<file path="src/shared/mode_cfg_pkg.sv">
// shared constants and types for the mode-configuration register decode
package mode_cfg_pkg;

  // field positions inside the 15-bit mode word
  localparam int BURST_LSB     = 0;
  localparam int ORDER_BIT     = 3;
  localparam int LAT_LSB       = 4;
  localparam int TEST_BIT      = 7;
  localparam int LOOP_RST_BIT  = 8;
  localparam int REC_LSB       = 9;
  localparam int EXIT_BIT      = 12;
  localparam int MODE_W        = 15;
  localparam int BANK_W        = 3;

  // field codes
  localparam logic [2:0] BURST_CODE_4 = 3'h2;
  localparam logic [2:0] BURST_CODE_8 = 3'h3;
  localparam logic [2:0] LAT_MIN      = 3'h3;
  localparam logic [2:0] LAT_MAX      = 3'h5;
  localparam logic [2:0] REC_MIN      = 3'h2;
  localparam logic [2:0] REC_MAX      = 3'h6;

  // reset values (power-up defaults, safe legal settings)
  localparam logic [2:0] RST_LAT      = 3'h3;
  localparam logic [2:0] RST_REC      = 3'h2;

  // loop lock holdoff in clocks and command register delay
  localparam int LOCK_CYCLES   = 200;
  localparam int CMD_REG_DELAY = 1;

  // decoded mode settings carried as one bundle
  typedef struct packed {
    logic       burst_eight;   // 1: eight columns, 0: four
    logic       interleaved;   // ordering_bit
    logic [2:0] column_read_delay;
    logic [2:0] recovery;      // write recovery clocks
    logic       slow_exit;     // exit_speed_bit
  } mode_fields_t;

endpackage

</file>
<file path="src/rtl/mode_config_decode.sv">
// mode-configuration register with burst, latency and recovery decode
//
// What this block does
// - mode_set_command with bank bits all zero loads the address word.
// - fields hold until next load; loop reset bit never persists.
// - loading the mode word never touches array data.
// - burst_size field picks four or eight for reads and writes.
// - burst stays in an aligned block and wraps inside it.
// - ordering_bit picks sequential or interleaved ordering.
// - sequential rotates low two bits, nibble by nibble.
// - interleaved visits start xor a rising counter.
// - test_mode_bit set: enter test mode, program nothing else.
// - loop_reset_bit pulses a loop reset and reads back as zero.
// - auto precharge starts recovery clocks after last write data.
// - exit_speed_bit selects fast or slow active power-down exit.
// - exit selection does not touch precharge power-down.
// - column_read_delay supports only 3, 4 or 5 clocks.
// - first read data at edge n plus read_latency for an early read; a plain read skips added latency.
// - early read is held added_latency clocks before execution.
// - command register adds one clock to read_latency.
// - read_latency is added plus column plus one; write_latency one less.
`timescale 1ns/1ps
module mode_config_decode
  import mode_cfg_pkg::*;
#(
  parameter int LOCK_WAIT = LOCK_CYCLES
)
(
  input  wire logic              clk_in,
  input  wire logic              resetn_in,
  input  wire logic              mode_set_command_in,
  input  wire logic [BANK_W-1:0] bank_in,
  input  wire logic [MODE_W-1:0] addr_in,
  input  wire logic [2:0]        added_latency_in,
  input  wire logic              read_cmd_in,
  input  wire logic              write_ap_cmd_in,
  input  wire logic              early_read_in,
  input  wire logic [2:0]        col_start_in,
  input  wire logic              active_pd_in,
  output logic      [MODE_W-1:0] load_mode_config_out,
  output logic      [2:0]        column_read_delay_out,
  output logic      [3:0]        read_latency_out,
  output logic      [3:0]        write_latency_out,
  output logic                   burst_eight_out,
  output logic                   interleaved_out,
  output logic      [2:0]        col_out,
  output logic                   burst_active_out,
  output logic                   loop_reset_out,
  output logic                   loop_locked_out,
  output logic                   read_data_out,
  output logic                   precharge_out,
  output logic                   test_mode_out,
  output logic                   slow_exit_out,
  output logic                   loop_frozen_out,
  output logic                   error_out
);

  // lock counter is twelve bits wide and must count at least once
  if (LOCK_WAIT < 1 || LOCK_WAIT > 4095)
  begin
    $error("LOCK_WAIT out of range");
  end

  //////////////////////////////////////////////////////////////////////
  // load decode

  mode_fields_t fields;
  mode_fields_t next_fields;

  wire sel_main = mode_set_command_in && (bank_in == '0);
  wire [2:0] f_burst = addr_in[BURST_LSB +: 3];
  wire [2:0] f_lat   = addr_in[LAT_LSB +: 3];
  wire [2:0] f_rec   = 3'(addr_in[REC_LSB +: 3] + 3'h1);
  wire burst_ok = (f_burst == BURST_CODE_4) || (f_burst == BURST_CODE_8);
  wire lat_ok   = (f_lat >= LAT_MIN) && (f_lat <= LAT_MAX);
  wire rec_ok   = (addr_in[REC_LSB +: 3] != 3'h0) &&
                  (f_rec >= REC_MIN) && (f_rec <= REC_MAX);
  wire test_req = addr_in[TEST_BIT];
  wire codes_ok = burst_ok && lat_ok && rec_ok;
  wire take     = sel_main && !test_req && codes_ok;

  always_comb
  begin
    next_fields.burst_eight       = (f_burst == BURST_CODE_8);
    next_fields.interleaved       = addr_in[ORDER_BIT];
    next_fields.column_read_delay = f_lat;
    next_fields.recovery          = f_rec;
    next_fields.slow_exit         = addr_in[EXIT_BIT];
  end

  // fields held, loop bit stored as zero; no array path
  always_ff @(posedge clk_in)
  begin
    if (!resetn_in)
    begin
      fields <= '{1'b0, 1'b0, RST_LAT, RST_REC, 1'b0};
      load_mode_config_out <= '0;
    end
    else if (take)
    begin
      fields <= next_fields;
      load_mode_config_out <= addr_in & ~(MODE_W'(1) << LOOP_RST_BIT);
    end
  end

  // test mode and error flags
  always_ff @(posedge clk_in)
  begin
    if (!resetn_in)
    begin
      test_mode_out <= 1'b0;
      error_out     <= 1'b0;
    end
    else if (sel_main)
    begin
      test_mode_out <= test_req;
      error_out     <= !test_req && !codes_ok;
    end
  end

  //////////////////////////////////////////////////////////////////////
  // loop reset and lock holdoff

  logic [11:0] lock_cnt;
  wire loop_rst_req = take && addr_in[LOOP_RST_BIT];

  always_ff @(posedge clk_in)
  begin
    if (!resetn_in)
    begin
      loop_reset_out  <= 1'b0;
      lock_cnt        <= 12'h000;
      loop_locked_out <= 1'b1;
    end
    else
    begin
      loop_reset_out <= loop_rst_req;
      if (loop_rst_req)
      begin
        lock_cnt        <= 12'(LOCK_WAIT);
        loop_locked_out <= 1'b0;
      end
      else if (lock_cnt != 12'h000)
      begin
        lock_cnt        <= lock_cnt - 12'h001;
        loop_locked_out <= (lock_cnt == 12'h001);
      end
    end
  end

  //////////////////////////////////////////////////////////////////////
  // latencies and power-down exit

  // command register delay; read and write latency
  wire [3:0] rl_calc = 4'(added_latency_in) + 4'(fields.column_read_delay)
                     + 4'(CMD_REG_DELAY);
  wire [3:0] wl_calc = rl_calc - 4'h1;

  // exit variant, only in active power-down
  always_ff @(posedge clk_in)
  begin
    if (!resetn_in)
    begin
      read_latency_out      <= 4'h0;
      write_latency_out     <= 4'h0;
      column_read_delay_out <= RST_LAT;
      burst_eight_out       <= 1'b0;
      interleaved_out       <= 1'b0;
      slow_exit_out         <= 1'b0;
      loop_frozen_out       <= 1'b0;
    end
    else
    begin
      read_latency_out      <= rl_calc;
      write_latency_out     <= wl_calc;
      column_read_delay_out <= fields.column_read_delay;
      burst_eight_out       <= fields.burst_eight;
      interleaved_out       <= fields.interleaved;
      slow_exit_out         <= fields.slow_exit;
      loop_frozen_out       <= active_pd_in && fields.slow_exit;
    end
  end

  //////////////////////////////////////////////////////////////////////
  // read timing: held early read then data after latency

  logic [15:0] rd_pipe;
  logic [2:0]  al_cnt;
  logic        al_hold;
  // early read held for added latency
  wire al_issue  = al_hold && (al_cnt == 3'h1);
  wire rd_direct = read_cmd_in && !(early_read_in && added_latency_in != 0);
  wire rd_launch = rd_direct || al_issue;
  // data at column delay plus register delay after launch
  wire [3:0] rd_tap = 4'(fields.column_read_delay) + 4'(CMD_REG_DELAY) - 4'h1;

  always_ff @(posedge clk_in)
  begin
    if (!resetn_in)
    begin
      al_hold <= 1'b0;
      al_cnt  <= 3'h0;
    end
    else if (read_cmd_in && early_read_in && added_latency_in != 0)
    begin
      al_hold <= 1'b1;
      al_cnt  <= added_latency_in;
    end
    else if (al_hold)
    begin
      al_cnt  <= al_cnt - 3'h1;
      al_hold <= (al_cnt != 3'h1);
    end
  end

  always_ff @(posedge clk_in)
  begin
    if (!resetn_in)
    begin
      rd_pipe       <= '0;
      read_data_out <= 1'b0;
    end
    else
    begin
      rd_pipe       <= {rd_pipe[14:0], rd_launch};
      read_data_out <= rd_pipe[rd_tap];
    end
  end

  //////////////////////////////////////////////////////////////////////
  // burst sequencing and write recovery

  logic [2:0] step;
  logic [2:0] start;
  logic       ap_pend;
  logic [3:0] wr_cnt;
  wire  [2:0] last_step = fields.burst_eight ? 3'h7 : 3'h3;
  wire        burst_go  = read_cmd_in || write_ap_cmd_in;
  wire  [2:0] step_nxt  = step + 3'h1;
  wire  [2:0] next_col;

  burst_order u_order (
    .start_in       (start),
    .step_in        (step_nxt),
    .burst_eight_in (fields.burst_eight),
    .interleaved_in (fields.interleaved),
    .col_out        (next_col)
  );

  // same length for read and write bursts
  always_ff @(posedge clk_in)
  begin
    if (!resetn_in)
    begin
      step             <= 3'h0;
      start            <= 3'h0;
      burst_active_out <= 1'b0;
      col_out          <= 3'h0;
    end
    else if (burst_go)
    begin
      start            <= col_start_in;
      step             <= 3'h0;
      burst_active_out <= 1'b1;
      col_out          <= col_start_in;
    end
    else if (burst_active_out)
    begin
      // step tracks the column on show; stop after the last one
      if (step == last_step)
        burst_active_out <= 1'b0;
      else
      begin
        col_out <= next_col;
        step    <= step_nxt;
      end
    end
  end

  // precharge recovery clocks after last data
  always_ff @(posedge clk_in)
  begin
    if (!resetn_in)
    begin
      ap_pend       <= 1'b0;
      wr_cnt        <= 4'h0;
      precharge_out <= 1'b0;
    end
    else
    begin
      precharge_out <= 1'b0;
      if (write_ap_cmd_in)
        ap_pend <= 1'b1;
      else if (ap_pend && burst_active_out && step == last_step)
      begin
        ap_pend <= 1'b0;
        wr_cnt  <= 4'(fields.recovery) - 4'h1; // one edge already spent
      end
      else if (wr_cnt != 4'h0)
      begin
        wr_cnt        <= wr_cnt - 4'h1;
        precharge_out <= (wr_cnt == 4'h1);
      end
    end
  end

endmodule

</file>
<file path="src/rtl/burst_order.sv">
// column sequence generator for one burst step
`timescale 1ns/1ps
module burst_order
  import mode_cfg_pkg::*;
(
  input  wire logic [2:0] start_in,
  input  wire logic [2:0] step_in,
  input  wire logic       burst_eight_in,
  input  wire logic       interleaved_in,
  output logic      [2:0] col_out
);

  // sequential: low two bits rotate, nibble bit toggles after four
  wire [1:0] seq_low  = start_in[1:0] + step_in[1:0];
  wire       seq_hi   = start_in[2] ^ step_in[2];
  // interleaved: start xor counter
  wire [2:0] intl_col = start_in ^ step_in;
  wire [2:0] seq_col  = {seq_hi, seq_low};
  wire [2:0] sel_col  = interleaved_in ? intl_col : seq_col;

  // length four keeps the block bit from the start address
  assign col_out = burst_eight_in ? sel_col : {start_in[2], sel_col[1:0]};

endmodule

</file>
<file path="config.mk">
export PLATFORM = sky130hd
export DESIGN_NAME = mode_config_decode
export DESIGN_NICKNAME = d
export VERILOG_FILES = /design/src/shared/mode_cfg_pkg.sv /design/src/rtl/mode_config_decode.sv /design/src/rtl/burst_order.sv
export SDC_FILE = /design/constraint.sdc
export NUM_CORES = 1
export LEC_CHECK = 0
export BUFFER_PORTS_ARGS = -buffer_cell sky130_fd_sc_hd__buf_2
export CORE_MARGIN = 3
export CORE_UTILIZATION = 38
export CTS_CLUSTER_SIZE = 20
export DETAILED_ROUTE_END_ITERATION = 8
export PLACE_DENSITY_LB_ADDON = 0.25
export SLEW_MARGIN = 20
export SYNTH_ARGS = -nofsm -noshare
export SYNTH_HDL_FRONTEND = slang
export SYNTH_HIERARCHICAL = 1
export SYNTH_SLANG_ARGS = --single-unit
</file>
<file path="constraint.sdc">
create_clock -name clk_in -period 2.6 [get_ports clk_in]
set_clock_uncertainty 0.1 [all_clocks]
set_input_delay 0.52 -clock clk_in [delete_from_list [all_inputs] [get_ports clk_in]]
set_output_delay 0.52 -clock clk_in [all_outputs]
set_load 0.02 [all_outputs]
</file>
==> flow_metrics.py, run 1 <==
metrics = {
    "cells_and_area": {
        "final_common_cell": "dfxtp_1",
        "syn2layout_area_growth_pct": 18.1,
        "num-nets-final": 503,
        "fin_area_sq_um": 4280,
        "most-common-layout-cells": "80 x dfxtp_1, 69 x buf_2, 37 x nand2_1, 31 x inv_1, 27 x nor2_1",
        "antenna_cells": 0,
        "finish.utilization": 0.477,
        "drive_gt1_frac": 0.227,
    },
    "yosys": {
        "synth_top_family_by_area": "simple AND/OR/NAND/NOR gates",
        "yosys_warnings": 6,
        "ys_ff_latch": 80,
        "syn_inst": 385,
        "ys_seq_area_frac": 0.442,
        "synthMuxAreaShare": 0.0826,
        "synth_area_sq_um": 3620,
        "synth_xor_area_frac": 0.0435,
        "synth.avg_cell_area_sq_um": 9.41,
        "synth.distinct_cells": 53,
        "synth_nets": 434,
        "synth-compound-area-share": 0.115,
        "ys.flop_type": "dfxtp_1",
        "synth-edff-count": 0,
        "synthArstFlopShare": 0,
        "yosys.area_share.simple": 0.185,
        "synth_fa_ha_area_frac": 0.0642,
    },
    "global_routing": {
        "grt_use_total": 0.150,
        "grt_start_max_net_pins": 49,
        "antenna_found_initial": 0,
        "grt_pass1_wl_microns": 13500,
        "grt_pass1_vias": 2860,
        "met3_usage": 0.0516,
        "busiest_layer": "met2",
        "overflow": 0,
        "met2_usage": 0.247,
        "met1_usage": 0.190,
    },
    "clocking": {
        "post_cts_buffers": 0,
        "cts-hold-fix-buffers": 0,
        "numCtsBuffers": 9,
        "clock_latency_ps": 340,
        "clkTransAtPathRegs_ps": 80,
        "cts_tree": "yes",
        "cts_root_buffer": "clkbuf_8",
        "cts_max_level": 3,
        "clockBufferDepth": 2,
        "cts_sinks": 80,
        "cts_resized": 0,
    },
    "timing": {
        "fmax_mhz": 486,
        "slew_viol_final": 0,
        "setup_ws_ps": 542,
        "setup_tns_ps": 0,
        "relSlewSlack": 0.389,
        "finalSetupViolations": 0,
        "rsz0062_at_grt": "false",
        "period_share": 0.792,
        "period_minus_slack_ps": 2060,
        "tightest_slew_ps": 915,
        "finalHoldViolCount": 0,
    },
    "detailed_routing": {
        "antenna_left": 0,
        "post-route-drc-count": 0,
        "drt-total-wl_microns": 7540,
        "vias": 2861,
        "wl_per_cell_microns": 12.9,
        "first_pass_iters": 4,
        "drt_iter0_markers": 81,
        "viasPerCell": 4.89,
    },
    "worst_setup_path": {
        "critPathMaxFanout": 18,
        "required_ps": 2770,
        "end_kind": "register",
        "critPathArrivalTime_ps": 2230,
        "crit_type": "in2reg",
        "startpoint_type": "input pin",
    },
    "die": {
        "rows": 34,
        "start_util": 0.404,
        "coreArea_sq_um": 8980,
        "die-height_microns": 104,
        "boundaryPins": 71,
        "die_area_sq_um": 10700,
        "die_w_microns": 104,
    },
    "place": {
        "io_buffer_count": 69,
        "preCtsSetupSlack_ps": 171,
        "place_area_sq_um": 4080,
        "dp_hpwl_microns": 5600,
        "finalWeightedCongestion": 0.807,
    },
    "job": {
        "maxCapViolations": 0,
    },
    "power": {
        "irDropWorstVdd_uv": 482,
        "power_uw": 3030,
        "leakage_uw": 0.00190,
        "powerDensity_nw_per_um2": 708,
    },
    "outcome": {
        "outcome": "finished clean",
    },
    "min_path": {
        "hp-class": "in2reg",
    },
}
-- report_power, final --
group          internal (uW)  switching, uW  leakage, uW
Clock                    441            446    0.0000835
Sequential              1330           95.0     0.000654
Combinational            307            413      0.00116
Total                   2070            954      0.00190
-- layout make-up --
type | instances | area, sq um
Clock buffer | 9 | 124
Clock inverter | 7 | 72.6
Fill cell | 865 | 4700
Inverter | 31 | 116
Multi-Input combinational cell | 255 | 1790
Sequential cell | 80 | 1600
Tap cell | 126 | 158
Timing Repair Buffer | 77 | 418
-- state kept, by name, summed over array words and instances, names as in the netlist, 3 cells and up --
name and cells:
load_mode_config_out 14, lock_cnt 12, rd_pipe 8, fields 6, read_latency_out 4, wr_cnt 4
write_latency_out 4, al_cnt 3, col_out 3, column_read_delay_out 3, start 3, step 3
-- routing by layer --
layer | wire length [microns] | vias to the layer above | part of all wire
met2 | 3540 | 63 | 0.47
met1 | 3550 | 1327 | 0.47
met3 | 392 | 6 | 0.052
met4 | 65 | 0 | 0.0086
li1 | - | 1465 | -
met5 | 0 | - | 0
-- cells in the mapped netlist (2+ instances only) --
library cell	n	area share
dfxtp_1	80	0.44
nand2_1	37	0.038
inv_1	31	0.032
nor2_1	27	0.028
mux2i_1	22	0.061
a21oi_1	18	0.025
ha_1	17	0.059
nor3_1	12	0.017
o21ai_0	12	0.017
xnor2_1	10	0.024
and2_1	9	0.016
nand4_1	8	0.014
xor2_1	8	0.019
a31oi_1	7	0.012
clkbuf_1	7	0.0073
buf_4	6	0.012
nand3_1	6	0.0083
a211oi_1	5	0.010
nor3b_1	5	0.010
nand3b_1	4	0.0083
nor2b_1	4	0.0069
or3_1	4	0.0069
buf_2	3	0.0041
mux2_2	3	0.0093
nor4_1	3	0.0052
o31ai_1	3	0.0062
and3_1	2	0.0035
mux4_2	2	0.012
nand2b_1	2	0.0035
o211ai_1	2	0.0041
o21a_1	2	0.0041
o311ai_0	2	0.0048
o41ai_1	2	0.0048
-- critical path: stages --
cell	delay, ps
buf_2	90
or4b_1	570
a211o_4	380
nor3_4	250
buf_12	200
mux2i_1	200
-- through the flow --
| step | hold WS, ps | cells |
|---|---|---|
| 2_1_floorplan | 324 | 385 |
| 6_report | 309 | 585 |
| 3_3_place_gp | 335 | 569 |
| 3_5_place_dp | 337 | 569 |
| 5_1_grt | 308 | 585 |
| 4_1_cts | 288 | 585 |
-- worst paths after layout --
kind	from	endpoint	slack, ps	cells after the start
worst min-delay path	active_pd_in	loop_frozen_out$_SDFF_PN0_	310	2
worst max-delay path	bank_in[1]	load_mode_config_out[0]$_SDFFE_PN0P_	540	6
worst max register to register	fields[4]$_SDFFE_PN1P_	write_latency_out[3]$_SDFF_PN0_	550	7
worst min register to register	error_out$_SDFFE_PN0N_	error_out$_SDFFE_PN0N_	360	2
-- kinds of logic after synthesis --
kind of cell / count (synthesis)
other: 1
buffers and inverters: 50
XOR/XNOR: 18
multiplexers: 27
adder cells (fa/ha/maj): 18
AND/OR/NAND/NOR: 130
AO/OA/AOI/OAI: 61
flip-flops: 80
Note: power is estimated with default switching activity, not from simulation.
==> run 2, diff against run 1 <==
Clock period 2.6 ns to 2.1 ns, I/O delays scaled along.
==> flow_metrics.py, run 2 (synthesis results as in run 1) <==
metrics = {
    "outcome": {
        "outcome": "finished clean",
    },
    "die": {
        "die-height_microns": 104,
        "boundaryPins": 71,
        "die_area_sq_um": 10700,
        "rows": 34,
        "coreArea_sq_um": 8980,
        "die_w_microns": 104,
        "start_util": 0.404,
    },
    "timing": {
        "period_share": 0.910,
        "finalSetupViolations": 0,
        "rsz0062_at_grt": "false",
        "period_minus_slack_ps": 1910,
        "setup_ws_ps": 190,
        "relSlewSlack": 0.622,
        "tightest_slew_ps": 565,
        "slew_viol_final": 0,
        "fmax_mhz": 523,
        "finalHoldViolCount": 0,
    },
    "cells_and_area": {
        "fin_area_sq_um": 4380,
        "largest_reg_flops": 14,
        "finish.utilization": 0.487,
        "reg_top3": "load_mode_config_out x14, lock_cnt x12, rd_pipe x8",
        "final_common_cell": "dfxtp_1",
        "syn2layout_area_growth_pct": 20.8,
        "antenna_cells": 0,
        "layoutNonFillerInstCount": 595,
        "drive_gt1_frac": 0.241,
        "top_register": "load_mode_config_out",
        "num-nets-final": 516,
        "most-common-layout-cells": "80 x dfxtp_1, 69 x buf_2, 37 x nand2_1, 31 x inv_1, 27 x nor2_1",
    },
    "worst_setup_path": {
        "critPathMaxFanout": 3,
        "ff2ff_setup_slack_ps": 190,
        "crit_path_frequent_cell": "inv_1",
        "path_cells": "inv_1, ha_1, inv_1, fa_1, xor2_1, a2111oi_0, nor3b_1",
        "r2r_cells": 7,
        "critPathMaxStageDelay_ps": 370,
        "r2r-end": "write_latency_out[3]$_SDFF_PN0_",
        "slowest_stage": "fa_1",
        "critPathArrivalTime_ps": 2030,
        "startpoint_type": "register",
        "crit_type": "reg2reg",
        "end_kind": "register",
        "regToRegStartpoint": "fields[4]$_SDFFE_PN1P_",
        "critPathLaunch": "fields[4]$_SDFFE_PN1P_",
        "required_ps": 2220,
    },
    "clocking": {
        "clkTransAtPathRegs_ps": 80,
        "cts_sinks": 80,
        "clock_latency_ps": 330,
        "clockBufferDepth": 2,
        "post_cts_buffers": 0,
        "cts_root_buffer": "clkbuf_8",
        "cts_max_level": 3,
        "cts-hold-fix-buffers": 0,
        "cts_tree": "yes",
        "cts_resized": 0,
        "numCtsBuffers": 9,
    },
    "detailed_routing": {
        "vias": 2906,
        "antenna_left": 0,
        "viasPerCell": 4.88,
        "wl_per_cell_microns": 12.9,
        "drt-total-wl_microns": 7700,
        "post-route-drc-count": 0,
        "first_pass_iters": 4,
        "drt_iter0_markers": 93,
    },
    "min_path": {
        "min_path_cells": 2,
        "min_to": "load_mode_config_out[5]$_SDFFE_PN0P_",
        "hold_start": "addr_in[6]",
        "hp-class": "in2reg",
    },
    "power": {
        "leakage_uw": 0.00197,
        "powerDensity_nw_per_um2": 861,
        "irDropWorstVdd_uv": 534,
        "power_uw": 3770,
    },
    "place": {
        "dp.cells": 582,
        "dp_hpwl_microns": 5820,
        "place_area_sq_um": 4200,
        "preCtsSetupSlack_ps": -154,
        "io_buffer_count": 69,
        "finalWeightedCongestion": 0.805,
    },
    "global_routing": {
        "grt_start_max_net_pins": 28,
        "grt_use_total": 0.148,
        "grt_pass1_vias": 2901,
        "overflow": 0,
        "grt_pass1_wl_microns": 13300,
        "antenna_found_initial": 0,
    },
    "job": {
        "maxCapViolations": 0,
    },
}
-- run 2: cell count changes in the layout (fill, tap and decap cells not counted), sizes merged --
cell and delta:
clkbuf +3, buf +13, clkinvlp -5, clkinv -1
-- run 2: how the worst max path moves through the flow --
stage / to / cells past startpoint
2_1_floorplan: fields[5]$_SDFFE_PN1P_ / 6
3_3_place_gp: lock_cnt[1]$_SDFFE_PP0P_ / 6
3_5_place_dp: lock_cnt[1]$_SDFFE_PP0P_ / 6
4_1_cts: write_latency_out[3]$_SDFF_PN0_ / 7
5_1_grt: write_latency_out[3]$_SDFF_PN0_ / 7
6_report: write_latency_out[3]$_SDFF_PN0_ / 7
-- run 2: final cells by class --
type	instances	area, sq um
Timing Repair Buffer	90	528
Clock buffer	12	145
Tap cell	126	158
Sequential cell	80	1600
Clock inverter	1	30.0
Multi-Input combinational cell	255	1800
Inverter	31	116
Fill cell	909	4600
-- run 2: report_power, final --
part / switching [uW] / total [uW] / internal (uW)
Combinational: 535 / 951 / 416
Clock: 494 / 1060 / 564
Sequential: 116 / 1760 / 1640
-- run 2: critical path: cells and delay by family, from the launching register on --
kind / cells / cell delay (ps)
fa+ha+maj: 2 / 540
compound gates: 1 / 370
flops: 1 / 350
xor+xnor: 1 / 190
buf+inv: 2 / 160
simple gates: 1 / 90
-- run 2: per-stage QoR --
| step | setup TNS, ps | hold WS (ps) |
|---|---|---|
| after detailed placement | -3210 | 336 |
| after floorplan | -260 | 324 |
| after global placement | -2330 | 339 |
| final | 0 | 204 |
| after global routing | 0 | 202 |
| after CTS | 0 | 183 |
-- run 2: layer usage --
metal	GRT usage	vias to the layer above	routed length [microns]
met5	0	-	0
met2	0.242	56	3580
met4	0.0456	0	59
met1	0.188	1359	3670
li1	-	1486	-
met3	0.0473	5	395
==> run 3, diff against run 2 <==
Settings changed: SYNTH_HIERARCHICAL 1 to unset.
==> flow_metrics.py, run 3 <==
metrics = {
    "die": {
        "boundaryPins": 71,
        "die_area_sq_um": 10700,
        "die-height_microns": 104,
        "rows": 35,
        "start_util": 0.392,
        "die_w_microns": 104,
        "coreArea_sq_um": 9240,
    },
    "detailed_routing": {
        "first_pass_iters": 4,
        "viasPerCell": 4.83,
        "vias": 2941,
        "drt-total-wl_microns": 7860,
        "wl_per_cell_microns": 12.9,
        "drt_iter0_markers": 74,
        "antenna_left": 0,
        "post-route-drc-count": 0,
    },
    "job": {
        "maxCapViolations": 0,
    },
    "place": {
        "dp.cells": 593,
        "place_area_sq_um": 4290,
        "finalWeightedCongestion": 0.783,
        "preCtsSetupSlack_ps": -107,
        "io_buffer_count": 69,
        "dp_hpwl_microns": 5840,
    },
    "timing": {
        "period_minus_slack_ps": 1940,
        "rsz0062_at_grt": "false",
        "fmax_mhz": 516,
        "slew_viol_final": 0,
        "setup_ws_ps": 163,
        "fin_hold_ws_ps": 197,
        "finalHoldViolCount": 0,
        "period_share": 0.922,
        "finalSetupViolations": 0,
    },
    "yosys": {
        "synth.avg_cell_area_sq_um": 9.34,
        "synth-edff-count": 0,
        "yosys_warnings": 0,
        "synth_most_common_cell": "dfxtp_1",
        "synthTopCellsByArea": "dfxtp_1 44%, ha_1 5.9%, mux2i_1 4.7%",
        "synth_area_sq_um": 3620,
        "synth_common_cells": "80 x dfxtp_1, 42 x nand2_1, 27 x inv_1, 24 x nor2_1, 19 x a21oi_1",
        "synth_nets": 437,
        "ys_ff_latch": 80,
        "ys.flop_type": "dfxtp_1",
        "synth.distinct_cells": 58,
        "yosys.area.top_type": "dfxtp_1",
        "synthArstFlopShare": 0,
        "syn_inst": 388,
        "synth_top_area_frac": 0.442,
        "ys_seq_area_frac": 0.442,
    },
    "power": {
        "powerDensity_nw_per_um2": 926,
        "leakage_uw": 0.00205,
        "irDropWorstVdd_uv": 683,
    },
    "worst_setup_path": {
        "path_cells": "inv_1, ha_1, inv_1, fa_1, xor2_1, a2111oi_0, nor3b_1",
        "slowest_stage": "a2111oi_0",
        "required_ps": 2230,
        "critPathMaxFanout": 4,
        "crit_path_frequent_cell": "inv_1",
        "critPathMaxStageDelay_ps": 400,
        "regToRegStartpoint": "fields[4]$_SDFFE_PN1P_",
        "r2r_cells": 7,
        "startpoint_type": "register",
        "end_kind": "register",
        "crit_type": "reg2reg",
        "critPathArrivalTime_ps": 2070,
        "ff2ff_setup_slack_ps": 160,
        "r2r-end": "write_latency_out[3]$_SDFF_PN0_",
    },
    "global_routing": {
        "overflow": 0,
        "grt_pass1_wl_microns": 13200,
        "grt_use_total": 0.149,
        "antenna_found_initial": 0,
        "grt_start_max_net_pins": 44,
        "grt_pass1_vias": 2776,
    },
    "cells_and_area": {
        "fin_area_sq_um": 4510,
        "drive_gt1_frac": 0.267,
        "most-common-layout-cells": "80 x dfxtp_1, 69 x buf_2, 42 x nand2_1, 25 x inv_1, 24 x nor2_1",
        "layoutNonFillerInstCount": 609,
        "num-fill-cells": 877,
        "reg_top3": "load_mode_config_out x14, lock_cnt x12, rd_pipe x8",
        "antenna_cells": 0,
        "largest_reg_flops": 14,
        "final_common_cell": "dfxtp_1",
        "num-nets-final": 524,
        "syn2layout_area_growth_pct": 24.3,
        "finish.utilization": 0.488,
        "top_register": "load_mode_config_out",
    },
    "clocking": {
        "clkTransAtPathRegs_ps": 80,
        "cts_sinks": 80,
        "clockBufferDepth": 2,
        "cts_tree": "yes",
        "cts_max_level": 3,
        "numCtsBuffers": 9,
        "cts_root_buffer": "clkbuf_8",
        "clock_latency_ps": 350,
        "cts-hold-fix-buffers": 0,
    },
    "min_path": {
        "hp-class": "in2reg",
        "hold_start": "active_pd_in",
        "min_path_cells": 2,
        "min_to": "loop_frozen_out$_SDFF_PN0_",
    },
    "outcome": {
        "outcome": "finished clean",
    },
}
==> run 3: cell count changes after synthesis, sizes merged, moves of 4 or more <==
| cell | previous run | this run |
|---|---|---|
| nand4 | 8 | 4 |
| nand2b | 2 | 8 |
| mux2i | 22 | 17 |
| nand2 | 37 | 42 |
| inv | 31 | 27 |
| o31a | 0 | 4 |
| and2 | 9 | 13 |
| o21ai | 12 | 17 |
==> run 3: cell type report <==
type	count	area, sq um	share of cell area
Multi-Input combinational cell	264	1870	0.414
Sequential cell	80	1600	0.355
Timing Repair Buffer	93	563	0.125
Tap cell	129	161	0.0358
Clock buffer	11	131	0.0292
Inverter	27	101	0.0225
Clock inverter	5	81.3	0.0181
==> run 3: worst max path at each step <==
stage / cells past startpoint / startpoint / to / slack, ps
5_1_grt: 7 / fields[4]$_SDFFE_PN1P_ / write_latency_out[3]$_SDFF_PN0_ / 90
3_5_place_dp: 8 / addr_in[10] / load_mode_config_out[2]$_SDFFE_PN0P_ / -110
6_report: 7 / fields[4]$_SDFFE_PN1P_ / write_latency_out[3]$_SDFF_PN0_ / 160
4_1_cts: 7 / fields[4]$_SDFFE_PN1P_ / write_latency_out[3]$_SDFF_PN0_ / 150
2_1_floorplan: 6 / addr_in[9] / fields[4]$_SDFFE_PN1P_ / -20
3_3_place_gp: 8 / addr_in[10] / load_mode_config_out[2]$_SDFFE_PN0P_ / -90
==> run 3: routing by layer <==
layer / track usage / part of all wire
met5: 0 / 0
met4: 0.0484 / 0.011
met3: 0.0417 / 0.051
met2: 0.235 / 0.45
met1: 0.197 / 0.49
==> run 3: where the power goes <==
part / internal (uW) / total, uW / switching, uW
registers: 1670 / 1810 / 142
clock network: 670 / 1220 / 547
logic: 539 / 1140 / 605
total: 2880 / 4170 / 1290
==> run 3: what timing repair did <==
action,4_1_cts,5_1_grt
buffers inserted,0,0
setup endpoints to repair,0,1
gates resized for setup,0,1
==> run 3: cell families after synthesis <==
kind of cell | Yosys count | share of synthesized area
multiplexers | 24 | 0.0780
other | 1 | 0.00103
buffers and inverters | 44 | 0.0528
AND/OR/NAND/NOR | 137 | 0.201
flip-flops | 80 | 0.442
XOR/XNOR | 15 | 0.0362
AO/OA/AOI/OAI | 69 | 0.125
adder cells (fa/ha/maj) | 18 | 0.0642
==> run 3: critical path, delay by kind of cell (launching register included) <==
| family | cells | cell delay, ps |
|---|---|---|
| DFF | 1 | 350 |
| buffers and inverters | 2 | 150 |
| and+or+nand+nor | 1 | 80 |
| AOI/OAI and AO/OA | 1 | 400 |
| adders and majority gates | 2 | 540 |
| xor gates and xnor gates | 1 | 200 |
==> run 3: through the flow <==
step	TNS [ps]	total power, uW
floorplan	-48.3	2610
global placement	-1390	2950
detailed placement	-2220	2970
CTS	0	4200
global route	0	4430
finish	0	4170
